==> src/hw/spigp_pkg.sv <==
// Shared constants for the serial port with general-purpose pad mode.
// Assumes a single system clock; figures here are counts of clock cycles, bits, pads or entries, except CLK_PERIOD_NS in ns.
package spigp_pkg;
	localparam int BYTE_W = 8;
	localparam int PAD_N = 4;
	localparam int RX_FIFO_DEPTH = 32;
	localparam int CLK_PERIOD_NS = 10;
	// Pad to data-bit mapping.
	localparam int PAD_NSS = 3;
	localparam int PAD_MOSI = 2;
	localparam int PAD_MISO = 1;
	localparam int PAD_SCK = 0;
	// Output enables used in master mode: select, data out and clock.
	localparam logic [PAD_N-1:0] MST_OE = 4'hd;
	// Reset values.
	localparam logic [PAD_N-1:0] DIR_RST = 4'h0;
	localparam logic [PAD_N-1:0] PULLUP_RST = 4'hf;
	localparam logic [PAD_N-1:0] PAD_SYNC_RST = 4'hf;
	localparam logic [BYTE_W-1:0] BYTE_RST = 8'h00;
	localparam logic TX_EMPTY_RST = 1'b1;
	// Master clock: half period is BAUD_HALF_BASE cycles shifted left by the baud field.
	// Four cycles is the floor, because the slave's answer comes back through the pad
	// output register and the two-flop synchroniser before the next sampling edge.
	localparam logic [5:0] BAUD_HALF_BASE = 6'h04;
	localparam logic [5:0] DIV_START = 6'h01;
	// Sixteen clock edges make one byte.
	localparam logic [3:0] EDGE_FIRST = 4'h0;
	localparam logic [3:0] EDGE_LAST = 4'hf;
endpackage : spigp_pkg

==> src/hw/spigp_sync.sv <==
// Two-flip-flop synchroniser for a group of asynchronous levels.
// Assumes the reset is already synchronous to clk in its release.
`timescale 1ns/10ps
module spigp_sync #(
	parameter int W = 4,
	parameter logic [W-1:0] RST_VAL = '0
) (
	input wire logic clk,
	input wire logic rst_n,
	input wire logic [W-1:0] d,
	output logic [W-1:0] q
);
	genvar i;
	generate
		for (i = 0; i < W; i++)
		begin : g_bit
			logic meta_r;
			logic hold_r;
			always_ff @(posedge clk or negedge rst_n)
			begin
				if (!rst_n)
				begin
					meta_r <= RST_VAL[i];
					hold_r <= RST_VAL[i];
				end
				else
				begin
					meta_r <= d[i];
					hold_r <= meta_r;
				end
			end
			assign q[i] = hold_r;
		end
	endgenerate
endmodule : spigp_sync

==> src/hw/spigp_fifo.sv <==
// Synchronous FIFO with valid/ready on both sides.
// Assumes one clock; depth is a power of two.
`timescale 1ns/10ps
module spigp_fifo #(
	parameter int W = 8,
	parameter int DEPTH = 32
) (
	input wire logic clk,
	input wire logic rst_n,
	input wire logic in_valid,
	output logic in_ready,
	input wire logic [W-1:0] in_data,
	output logic out_valid,
	input wire logic out_ready,
	output logic [W-1:0] out_data
);
	localparam int AW = $clog2(DEPTH);
	logic [W-1:0] mem [DEPTH];
	logic [AW-1:0] wr_ptr_r;
	logic [AW-1:0] rd_ptr_r;
	logic [AW:0] count_r;
	logic push;
	logic pop;

	assign in_ready = (count_r != (AW+1)'(DEPTH));
	assign out_valid = (count_r != '0);
	assign out_data = mem[rd_ptr_r];
	assign push = in_valid & in_ready;
	assign pop = out_valid & out_ready;

	always_ff @(posedge clk)
	begin
		if (push)
			mem[wr_ptr_r] <= in_data;
	end

	always_ff @(posedge clk or negedge rst_n)
	begin
		if (!rst_n)
		begin
			wr_ptr_r <= '0;
			rd_ptr_r <= '0;
			count_r <= '0;
		end
		else
		begin
			if (push)
				wr_ptr_r <= wr_ptr_r + AW'(1);
			if (pop)
				rd_ptr_r <= rd_ptr_r + AW'(1);
			if (push & !pop)
				count_r <= count_r + (AW+1)'(1);
			else if (pop & !push)
				count_r <= count_r - (AW+1)'(1);
		end
	end
endmodule : spigp_fifo

==> src/hw/spigp_top.sv <==
// Byte-wide serial port, master or slave, that falls back to a 4-bit pad port.
// Assumes software strobes are one-cycle pulses on clk_sys and the pads arrive
// unsynchronised; pad drivers and pull-ups sit outside and obey pad_oe/pad_pullup_en.
`timescale 1ns/10ps

// Notes on behaviour
// Software waits for rx full before next transfer.
// Master trigger loads shifter, starts, sets empty.
// Reading receive data clears rx full.
// Writing transmit data drops tx empty.
// Slave needs manual load only for first byte.
// Slave byte end reloads shifter, sets empty.
// Software configures slave mode to match master.
// Serial mode off means 4-bit pad port.
// Per-pad direction bit, one means output.
// Port reset clears all direction bits.
// Output pads drive transmit data bits.
// Pad input register reads pads unfiltered.
// Pull-up follows its bit, off when output.
// All pull-ups enabled after reset.
// Pull-ups also apply in serial mode.
// Select bit3, MOSI bit2, MISO bit1, clock bit0.
// Receive interrupt when rx full sets.
// Slave counters held while select high.
// Master stops clock, stores byte at end.
// Bytes move most significant bit first.
module spigp_top (
	input wire logic clk_sys,
	input wire logic resetn,
	input wire logic pconf_resetn,
	input wire logic serial_mode_select,
	input wire logic master_select,
	input wire logic clock_phase,
	input wire logic clock_polarity,
	input wire logic [1:0] baud_rate,
	input wire logic slave_select_ctl,
	input wire logic clear_counters,
	input wire logic tx_data_wr,
	input wire logic [spigp_pkg::BYTE_W-1:0] tx_data_in,
	input wire logic tx_trigger_wr,
	input wire logic rx_data_rd,
	input wire logic pad_direction_wr,
	input wire logic [spigp_pkg::PAD_N-1:0] pad_direction_in,
	input wire logic pad_pullup_wr,
	input wire logic [spigp_pkg::PAD_N-1:0] pad_pullup_in,
	input wire logic [spigp_pkg::PAD_N-1:0] pad_in,
	output logic [spigp_pkg::PAD_N-1:0] pad_out,
	output logic [spigp_pkg::PAD_N-1:0] pad_oe,
	output logic [spigp_pkg::PAD_N-1:0] pad_pullup_en,
	output logic tx_empty_flag,
	output logic rx_full_flag,
	output logic rx_irq,
	output logic [spigp_pkg::BYTE_W-1:0] rx_data_reg,
	output logic [spigp_pkg::PAD_N-1:0] pad_input_reg,
	output logic [spigp_pkg::PAD_N-1:0] pad_direction_reg,
	output logic [spigp_pkg::PAD_N-1:0] pad_pullup_reg
);
	import spigp_pkg::*;

	typedef enum logic [2:0] {
		M_IDLE = 3'b001,
		M_HOLD = 3'b010,
		M_RUN = 3'b100
	} spigp_mst_t;

	logic [1:0] grst_q;
	logic [1:0] prst_q;
	logic rst_n;
	logic pconf_rst_n;
	logic [PAD_N-1:0] pad_s;
	logic [BYTE_W-1:0] tx_data_r;
	logic [PAD_N-1:0] dir_r;
	logic [PAD_N-1:0] pullup_r;
	logic [BYTE_W-1:0] sh_r;
	logic bit_r;
	logic [3:0] cnt_r;
	logic [5:0] div_r;
	logic sck_r;
	logic sck_d_r;
	spigp_mst_t state_r;
	spigp_mst_t state_nxt;
	logic tx_empty_r;
	logic rx_full_r;
	logic rx_irq_r;
	logic [BYTE_W-1:0] rx_byte_r;
	logic [PAD_N-1:0] pad_out_r;
	logic [PAD_N-1:0] pad_oe_r;
	logic [PAD_N-1:0] pull_r;
	logic [PAD_N-1:0] pad_in_r;
	logic [PAD_N-1:0] out_nxt;
	logic [PAD_N-1:0] oe_nxt;
	logic is_mst;
	logic is_slv;
	logic slv_sel;
	logic slv_edge;
	logic mst_tick;
	logic edge_go;
	logic in_bit;
	logic sample_edge;
	logic shift_edge;
	logic last_edge;
	logic cnt_hold;
	logic [5:0] half_cyc;
	logic [BYTE_W-1:0] done_byte;
	logic fifo_in_ready;
	logic fifo_out_valid;
	logic fifo_out_ready;
	logic [BYTE_W-1:0] fifo_out_data;
	logic pop;
	logic load_sw;

	////////////////////////////////////////////////////////////////////////////
	// Reset release and pad synchronisation.

	always_ff @(posedge clk_sys or negedge resetn)
	begin
		if (!resetn)
			grst_q <= 2'b00;
		else
			grst_q <= {grst_q[0], 1'b1};
	end

	always_ff @(posedge clk_sys or negedge pconf_resetn)
	begin
		if (!pconf_resetn)
			prst_q <= 2'b00;
		else
			prst_q <= {prst_q[0], 1'b1};
	end

	assign rst_n = grst_q[1];
	assign pconf_rst_n = prst_q[1];

	// Idle-high reset value keeps a slave deselected until real pad levels arrive.
	spigp_sync #(
		.W(PAD_N),
		.RST_VAL(PAD_SYNC_RST)
	) u_pad_sync (
		.clk(clk_sys),
		.rst_n(rst_n),
		.d(pad_in),
		.q(pad_s)
	);

	////////////////////////////////////////////////////////////////////////////
	// Software-written configuration.

	always_ff @(posedge clk_sys or negedge rst_n)
	begin
		if (!rst_n)
			tx_data_r <= BYTE_RST;
		else if (tx_data_wr)
			tx_data_r <= tx_data_in;
	end

	always_ff @(posedge clk_sys or negedge pconf_rst_n)
	begin
		if (!pconf_rst_n)
		begin
			dir_r <= DIR_RST;
			pullup_r <= PULLUP_RST;
		end
		else
		begin
			if (pad_direction_wr)
				dir_r <= pad_direction_in;
			if (pad_pullup_wr)
				pullup_r <= pad_pullup_in;
		end
	end

	////////////////////////////////////////////////////////////////////////////
	// Edge generation: master divider or sampled slave clock.

	assign is_mst = serial_mode_select & master_select;
	assign is_slv = serial_mode_select & ~master_select;
	assign half_cyc = BAUD_HALF_BASE << baud_rate;
	assign mst_tick = (state_r == M_RUN) & (div_r == half_cyc) & ~clear_counters;
	assign slv_sel = is_slv & ~pad_s[PAD_NSS] & ~clear_counters;
	// The slave clock must be well below a quarter of clk_sys or edges merge.
	assign slv_edge = slv_sel & (pad_s[PAD_SCK] ^ sck_d_r);
	assign edge_go = mst_tick | slv_edge;
	assign in_bit = is_mst ? pad_s[PAD_MISO] : pad_s[PAD_MOSI];
	assign sample_edge = clock_phase ? cnt_r[0] : ~cnt_r[0];
	assign shift_edge = clock_phase ? (~cnt_r[0] & (cnt_r != EDGE_FIRST)) : cnt_r[0];
	assign last_edge = edge_go & (cnt_r == EDGE_LAST);
	assign done_byte = {sh_r[BYTE_W-2:0], clock_phase ? in_bit : bit_r};
	assign cnt_hold = clear_counters | ~serial_mode_select | (is_slv & pad_s[PAD_NSS]);
	assign load_sw = tx_trigger_wr & serial_mode_select;

	always_ff @(posedge clk_sys or negedge rst_n)
	begin
		if (!rst_n)
			sck_d_r <= PAD_SYNC_RST[PAD_SCK];
		else
			sck_d_r <= pad_s[PAD_SCK];
	end

	always_ff @(posedge clk_sys or negedge rst_n)
	begin
		if (!rst_n)
			cnt_r <= EDGE_FIRST;
		else if (cnt_hold)
			cnt_r <= EDGE_FIRST;
		else if (edge_go)
			cnt_r <= cnt_r + 4'h1;
	end

	always_ff @(posedge clk_sys or negedge rst_n)
	begin
		if (!rst_n)
		begin
			div_r <= DIV_START;
			sck_r <= 1'b0;
		end
		else if ((state_r != M_RUN) | clear_counters)
		begin
			div_r <= DIV_START;
			sck_r <= 1'b0;
		end
		else if (mst_tick)
		begin
			div_r <= DIV_START;
			sck_r <= ~sck_r;
		end
		else
			div_r <= div_r + 6'h01;
	end

	////////////////////////////////////////////////////////////////////////////
	// Master sequencing. A byte only starts when the receive FIFO has room.

	always_comb
	begin
		state_nxt = state_r;
		case (state_r)
			M_IDLE:
				if (tx_trigger_wr & is_mst)
					state_nxt = M_HOLD;
			M_HOLD:
				if (fifo_in_ready)
					state_nxt = M_RUN;
			M_RUN:
				if (last_edge)
					state_nxt = M_IDLE;
			default:
				state_nxt = M_IDLE;
		endcase
		if (!is_mst)
			state_nxt = M_IDLE;
	end

	always_ff @(posedge clk_sys or negedge rst_n)
	begin
		if (!rst_n)
			state_r <= M_IDLE;
		else
			state_r <= state_nxt;
	end

	////////////////////////////////////////////////////////////////////////////
	// Shift register, shared by both roles.

	always_ff @(posedge clk_sys or negedge rst_n)
	begin
		if (!rst_n)
			bit_r <= 1'b0;
		else if (edge_go & sample_edge)
			bit_r <= in_bit;
	end

	always_ff @(posedge clk_sys or negedge rst_n)
	begin
		if (!rst_n)
			sh_r <= BYTE_RST;
		else if (load_sw)
			sh_r <= tx_data_r;
		else if (last_edge & is_slv)
			sh_r <= tx_data_r;
		else if (last_edge)
			sh_r <= done_byte;
		else if (edge_go & shift_edge)
			sh_r <= {sh_r[BYTE_W-2:0], bit_r};
	end

	// Hardware setting the flag beats a same-cycle software data write.
	always_ff @(posedge clk_sys or negedge rst_n)
	begin
		if (!rst_n)
			tx_empty_r <= TX_EMPTY_RST;
		else if (load_sw | (last_edge & is_slv))
			tx_empty_r <= 1'b1;
		else if (tx_data_wr)
			tx_empty_r <= 1'b0;
	end

	////////////////////////////////////////////////////////////////////////////
	// Receive path. A slave byte that finds the FIFO full is dropped.

	spigp_fifo #(
		.W(BYTE_W),
		.DEPTH(RX_FIFO_DEPTH)
	) u_rx_fifo (
		.clk(clk_sys),
		.rst_n(rst_n),
		.in_valid(last_edge),
		.in_ready(fifo_in_ready),
		.in_data(done_byte),
		.out_valid(fifo_out_valid),
		.out_ready(fifo_out_ready),
		.out_data(fifo_out_data)
	);

	assign fifo_out_ready = serial_mode_select & (~rx_full_r | rx_data_rd);
	assign pop = fifo_out_valid & fifo_out_ready;

	always_ff @(posedge clk_sys or negedge rst_n)
	begin
		if (!rst_n)
		begin
			rx_full_r <= 1'b0;
			rx_irq_r <= 1'b0;
			rx_byte_r <= BYTE_RST;
		end
		else
		begin
			rx_irq_r <= pop;
			if (pop)
				rx_full_r <= 1'b1;
			else if (rx_data_rd)
				rx_full_r <= 1'b0;
			if (pop)
				rx_byte_r <= fifo_out_data;
			else if (!serial_mode_select)
				rx_byte_r <= {{(BYTE_W-PAD_N){1'b0}}, pad_s};
		end
	end

	////////////////////////////////////////////////////////////////////////////
	// Pad steering.

	always_comb
	begin
		oe_nxt = dir_r;
		out_nxt = tx_data_r[PAD_N-1:0];
		if (is_mst)
		begin
			oe_nxt = MST_OE;
			out_nxt = '0;
			out_nxt[PAD_NSS] = slave_select_ctl;
			out_nxt[PAD_MOSI] = sh_r[BYTE_W-1];
			out_nxt[PAD_SCK] = clock_polarity ^ sck_r;
		end
		else if (is_slv)
		begin
			oe_nxt = '0;
			out_nxt = '0;
			oe_nxt[PAD_MISO] = ~pad_s[PAD_NSS];
			out_nxt[PAD_MISO] = sh_r[BYTE_W-1];
		end
	end

	always_ff @(posedge clk_sys or negedge rst_n)
	begin
		if (!rst_n)
		begin
			pad_out_r <= '0;
			pad_oe_r <= DIR_RST;
			pull_r <= PULLUP_RST;
			pad_in_r <= PAD_SYNC_RST;
		end
		else
		begin
			pad_out_r <= out_nxt;
			pad_oe_r <= oe_nxt;
			pull_r <= pullup_r & ~oe_nxt;
			pad_in_r <= pad_s;
		end
	end

	assign pad_out = pad_out_r;
	assign pad_oe = pad_oe_r;
	assign pad_pullup_en = pull_r;
	assign tx_empty_flag = tx_empty_r;
	assign rx_full_flag = rx_full_r;
	assign rx_irq = rx_irq_r;
	assign rx_data_reg = rx_byte_r;
	assign pad_input_reg = pad_in_r;
	assign pad_direction_reg = dir_r;
	assign pad_pullup_reg = pullup_r;
endmodule : spigp_top

==> config.mk <==
export PLATFORM = sky130hd
export DESIGN_NAME = spigp_top
export DESIGN_NICKNAME = d
export VERILOG_FILES = /design/src/hw/spigp_pkg.sv /design/src/hw/spigp_sync.sv /design/src/hw/spigp_fifo.sv /design/src/hw/spigp_top.sv
export SDC_FILE = /design/constraint.sdc
export NUM_CORES = 1
export LEC_CHECK = 0
export BUFFER_PORTS_ARGS = -buffer_cell sky130_fd_sc_hd__clkbuf_2
export CAP_MARGIN = 20
export CELL_PAD_IN_SITES_DETAIL_PLACEMENT = 0
export CELL_PAD_IN_SITES_GLOBAL_PLACEMENT = 1
export CORE_MARGIN = 2
export CORE_UTILIZATION = 48
export DETAILED_ROUTE_END_ITERATION = 12
export HOLD_SLACK_MARGIN = 0.12
export PLACE_DENSITY_LB_ADDON = 0.1
export SLEW_MARGIN = 25
export SYNTH_ARGS = -nofsm -noshare
export SYNTH_HDL_FRONTEND = slang
export SYNTH_SLANG_ARGS = --single-unit
==> constraint.sdc <==
create_clock -name clk_sys -period 2.5 [get_ports clk_sys]
set_input_delay 0.375 -clock clk_sys [delete_from_list [all_inputs] [get_ports clk_sys]]
set_output_delay 0.375 -clock clk_sys [all_outputs]
set_load 0.01 [all_outputs]
# == Word level (Yosys, flattened, before mapping) ==
# Memories as Yosys holds them, arrays and structs flattened.
# Index checks and enable logic that the tools add are counted.
# classes
bitwise_logic,37
n_addsub,6
muxes,33
eq_ne,11
reduce_logical,11
shift,1
# ops
cell,count
$mux W8,6
$mux W4,6
$mux W6,4
$and A1 B1 Y1,20
$add A6 B1 Y6 const B,2
$mux W1,12
$mux W3,4
$add A5 B1 Y5 const B,2
$reduce_bool A2 Y1,5
$ne A3 B3 Y1 const B,3
$pmux W3 S3,1
$reduce_bool A4 Y1,2
$not A1 Y1,7
$eq A6 B6 Y1,1
$ne A6 B6 Y1 const B,1
$or A1 B1 Y1,6
$reduce_bool A6 Y1,1
$shl A3 B2 Y6 const A,1
$sub A6 B1 Y6 const B,1
$add A4 B1 Y4 const B,1
$and A4 B4 Y4,1
$eq A4 B4 Y1 const B,1
$not A4 Y4,1
$eq A3 B1 Y1 const B,1
7 further kinds,9
# totals
mem_bits_rw,256
in_bits,36
reg_bits,95
elab_cells,131
out_inout_bits,35
mem_count,1
# memory_table
memory,words,width,rd,rd_clocked_by_memory_dff,wr,line_no,text
u_rx_fifo.mem,32,8,1,0,1,spigp_fifo.sv:18,logic [W-1:0] mem [DEPTH];

# == Logic depth before layout (Yosys ltp) ==
# depth
ltp_word,12
depth_mapped,15
mapped_depth_nobuf,14

# == By module ==
# Synthesis repeated with hierarchy kept, for this count alone.
# unflattened
hier_cells,851
area_unflattened_um2,14285.0
# by_module_without_submodules
mod,n_inst,cells_each,area_per_inst_um2,seq_area_each_um2
spigp_fifo,1,559,10946.7,8087.8
spigp_top,1,280,3098.0,1770.4
spigp_sync,1,12,240.2,210.2

# == Worst setup path after synthesis ==
# Ideal clock, no wire load.
# synth_path
path_type,reg-to-reg
start,register div_r[5]
end,register u_rx_fifo.count_r[5]
setup_ps,80
n_path_buf,1
t_arrival_ps,3196
required_time_ps,2420
period_less_slack_ps,3276
path_stages_with_launch,15
setup_slack_ps,-776
cell_sequence,dfrtp_1 -> nor2b_1 -> o31a_1 -> o41ai_4 -> and3_1 -> buf_4 -> ha_1 -> inv_1 -> ha_1 -> a21o_1 -> a21oi_1 -> o21bai_1 -> a21oi_1 -> mux2i_1 -> xnor2_1
# synth_between
elab_chain_cells,9
word_cells_on_any_way,11
cone_classes,eq/ne: 1; mux: 1; bitwise: 7; reduce/logical: 2
# synth_rtl
element,line_no,text
"start, declared",spigp_top.sv:77,logic [5:0] div_r;
"start signal, assigned",spigp_top.sv:227,div_r <= div_r + 6'h01;
$eq A6 B6 Y1 (*),spigp_top.sv:178,assign mst_tick = (state_r == M_RUN) & (div_r == half_cyc) & ~clear_counters;
$and A1 B1 Y1 (*) (2 in series),spigp_top.sv:178,
$or A1 B1 Y1 (*),spigp_top.sv:182,assign edge_go = mst_tick | slv_edge;
$and A1 B1 Y1 (*),spigp_top.sv:186,assign last_edge = edge_go & (cnt_r == EDGE_LAST);
$and A1 B1 Y1 (*),spigp_fifo.sv:28,assign push = in_valid & in_ready;
named net u_rx_fifo.push,spigp_fifo.sv:22,logic push;
$logic_not A1 Y1,spigp_fifo.sv:53,else if (pop & !push)
$and A1 B1 Y1,spigp_fifo.sv:53,
$reduce_bool A2 Y1 (no line),-,
"end signal, assigned",spigp_fifo.sv:52,count_r <= count_r + (AW+1)'(1);
"end signal, assigned",spigp_fifo.sv:54,count_r <= count_r - (AW+1)'(1);
"end, declared",spigp_fifo.sv:21,logic [AW:0] count_r;
# The timed path passes the listed nets; every way through them passes the cells marked *.
# A chain may end at the register's enable or synchronous reset.

# == Worst setup path in the final report ==
# layout_path
start,register div_r[5]
end,register u_rx_fifo.count_r[5]
# layout_between
elab_chain_cells,9
word_cells_on_any_way,11
cone_classes,eq/ne: 1; mux: 1; bitwise: 7; reduce/logical: 2
# layout_rtl
element,line_no
$eq A6 B6 Y1 (*),spigp_top.sv:178
$and A1 B1 Y1 (*) (2 in series),spigp_top.sv:178
$or A1 B1 Y1 (*),spigp_top.sv:182
$and A1 B1 Y1 (*),spigp_top.sv:186
$and A1 B1 Y1 (*),spigp_fifo.sv:28
$logic_not A1 Y1,spigp_fifo.sv:53
$and A1 B1 Y1,spigp_fifo.sv:53
$reduce_bool A2 Y1 (no line),-
# Every way passes the cells marked *; elsewhere a longest branch is shown, timed or not.

==> results.yml <==
pwr:
  irDropWorstVdd_v: 0.000684
  leakagePower_nw: 6.25
  share_comb_of_total_power: 0.048
  power_density_over_the_cells_nw_per_um2: 742
  seqPwrFrac: 0.507
  p_switching_mw: 2.68
  power.switching_fraction: 0.206
  internal_dissipation_mw: 10.3
  clockPowerShare: 0.444
synthesis:
  syn_inst: 778
  synth_seq_cells: 350
  synthesis.yosys.warnings: 0
  synthMostInstantiatedCell: "sky130_fd_sc_hd__edfxtp_1"
  cell_area_after_synthesis_um2: 13900
  synth_top_area_cells: "sky130_fd_sc_hd__edfxtp_1, sky130_fd_sc_hd__mux4_2, sky130_fd_sc_hd__dfrtp_1"
  synth_ff_type: "sky130_fd_sc_hd__edfxtp_1"
  netlist.top_cell.by_area: "sky130_fd_sc_hd__edfxtp_1"
  synth.top_cell.area_share: 0.551
  netlist_top_cells_count: "sky130_fd_sc_hd__edfxtp_1, sky130_fd_sc_hd__mux4_2, sky130_fd_sc_hd__dfrtp_1"
  ys_async_sr_fraction: 0.269
  synth_edf_count: 256
  post_synth_num_cell_types: 58
  syn_avg_cell_area_um2: 17.9
  seq_area_frac_synth: 0.722
timing:
  setup-violations-final: 5
  minimum_period_implied_by_the_final_worst_setup_slack_ns: 2.83
  timing_max_transition_violations_final: 0
  totalNegativeSetupSlack_ns: -0.671
  layout_worst_path_cycle_share: 1.13
  rsz_0062_raised_after_global_routing: "true"
  setup_skew_after_layout_ns: 0.0162
  max_slew.worst_pin.slew_ns: 0.684
  fmax_mhz: 353
  finalWorstSetupSlack_ns: -0.333
  report.final.hold_viol_count: 0
  relSlewSlack: 0.539
placement:
  io_buffer_count: 70
  gp_congestion: 0.864
  post-dp-hpwl_mm: 19.4
  dp.cells: 1287
cells_and_area:
  area_delta_synth_final_pct: 25.9
  largest_register_ffs: 256
  final-instance-count-excl-fill: 1389
  post_route_cells_drive_above_1_share: 0.398
  insertedDiodeCount: 0
  largest_reg_by_ff_count: "u_rx_fifo.mem"
  final_net_count: 1028
floorplan:
  fp.dieArea_um2: 30400
  floorplan.initialDensity: 0.487
  top_level_ports: 71
  die_w_um: 174
  die_height_um: 174
  row_count: 62
  core_region_area_um2: 28600
setup_path:
  worstSetupPathType: "reg -> reg"
  cp.arrival_ns: 3.26
  crit_path_max_fanout: 4
  ff2ff_setup_slack_ns: -0.33
  worst_setup_path_end_kind: "flop"
  startpoint_type: "flop"
  required_ns: 2.93
clock_tree:
  clk_root_buffer_cell: "sky130_fd_sc_hd__clkbuf_16"
  ctsLongestPathBuffers: 3
  cts_tree: "done"
  clk_pin_slew_ns: 0.06
  cts_htree_levels: 2
  tritoncts.num_buffers: 38
  clock_latency_ns: 0.51
  cts.sink_count: 350
status:
  status: "complete, but fails checks"
  violations: "negative setup slack"
route:
  via_count_of_the_routed_design: 7406
  drt_first_iter_violations: 530
  vias_per_cell: 5.33
  routed_wire_length_per_instance_um: 21.2
  number_of_remaining_drc_errors: 0
  detailed_routing_iteration_count_for_the_pre_antenna_repair_pass: 4
  postRouteAntennaNets: 0
  route.final.wire_length_mm: 29.4
run:
  reported_max_cap_violation_count: 0
global_routing:
  first_global_vias: 8032
  grt.overflow.total: 0
  grt_antenna_before_repair: 0
  wire_length_of_the_first_global_routing_pass_mm: 46.1
  grt_max_degree: 83
  global_route.usage.total: 0.201
worst_hold_path:
  hold_path.class: "reg -> async"
[worst max-delay path: stages (launching register included)]
cell                       delay [ns]
sky130_fd_sc_hd__dfrtp_1         0.41
sky130_fd_sc_hd__xnor2_1         0.14
sky130_fd_sc_hd__a211oi_1        0.10
sky130_fd_sc_hd__buf_4           0.15
sky130_fd_sc_hd__o41ai_4         0.36
sky130_fd_sc_hd__and3_4          0.25
sky130_fd_sc_hd__ha_4            0.14
sky130_fd_sc_hd__inv_4           0.05
sky130_fd_sc_hd__ha_4            0.20
sky130_fd_sc_hd__a21o_1          0.17
sky130_fd_sc_hd__a21oi_2         0.14
sky130_fd_sc_hd__o21bai_1        0.08
sky130_fd_sc_hd__a21oi_1         0.18
sky130_fd_sc_hd__mux2i_1         0.24
sky130_fd_sc_hd__xnor2_1         0.14
[cell usage in the layout (no fill, tap or decap), types with 28 or more instances in the layout]
| cell type | instances |
|---|---|
| sky130_fd_sc_hd__inv_1 | 28 |
| sky130_fd_sc_hd__nor2_1 | 37 |
| sky130_fd_sc_hd__buf_4 | 71 |
| sky130_fd_sc_hd__mux4_2 | 80 |
| sky130_fd_sc_hd__dfrtp_1 | 67 |
| sky130_fd_sc_hd__edfxtp_1 | 256 |
| sky130_fd_sc_hd__clkbuf_2 | 70 |
| sky130_fd_sc_hd__clkbuf_16 | 41 |
| sky130_fd_sc_hd__o21ai_0 | 29 |
| sky130_fd_sc_hd__nand2_1 | 38 |
[power by group through the flow]
stage                     combinational (mW)  clock, mW  sequential, mW
after floorplan                        0.142          0            6.86
after global placement                 0.581          0            6.71
after detailed placement               0.617          0            6.72
after CTS                              0.645       5.91            6.60
after global routing                   0.707       6.15            6.61
final                                  0.631       5.78            6.60
[routing by layer]
metal  wire length (um)  part of all wire  track usage
met5                  0                 0            0
met4                799             0.027       0.0623
met3               1380             0.047       0.0330
met2              14700              0.50        0.343
met1              12600              0.43        0.265
[per-stage QoR]
stage	worst slack [ns]	power [mW]	utilization	hold slack, ns	instance area (um^2)
global route	-0.487	13.5	0.613	0.127	17500
finish	-0.333	13.0	0.613	0.126	17500
global placement	-0.528	7.29	0.549	0.130	15700
floorplan	-0.591	7.00	-	0.0794	14200
detailed placement	-0.620	7.33	0.549	0.142	15700
CTS	-0.352	13.2	0.608	0.121	17400
[cells by family after synthesis]
kind of cell | count (synthesis) | share of synthesized area
DFF | 350 | 0.722
buffers and inverters | 60 | 0.0173
other | 1 | 0.000269
xor gates and xnor gates | 23 | 0.0144
and+or+nand+nor | 151 | 0.0500
muxes | 104 | 0.147
adders and majority gates | 15 | 0.0140
AOI/OAI and AO/OA | 74 | 0.0346
[layout make-up]
| type | count | area [um^2] |
|---|---|---|
| clock buffer | 47 | 1080 |
| clock inverter | 21 | 240 |
| fill | 2069 | 11100 |
| inverter | 29 | 111 |
| multi-input combinational | 369 | 3950 |
| sequential | 350 | 10100 |
| tap | 384 | 480 |
| timing repair buffer | 189 | 1610 |
[final timing paths]
kind,from,to,cells after the start
max,div_r[5],u_rx_fifo.count_r[5],14
min,prst_q[1],pad_direction_reg[0],0
max reg2reg,div_r[5],u_rx_fifo.count_r[5],14
min reg2reg,prst_q[1],pad_direction_reg[0],0
max in group asynchronous,grst_q[1],pad_pullup_en[2],1
min in group clk_sys,pad_pullup_wr,pad_pullup_reg[1],2
[what timing repair did]
action,4_1_cts,5_1_grt
buffers inserted,8,9
hold endpoints to repair,24,0
pin swaps,14,22
resized for setup,14,5
endpoints found under the setup margin,261,261
hold buffers,22,0
No activity file was read; power rests on OpenSTA's default activity.
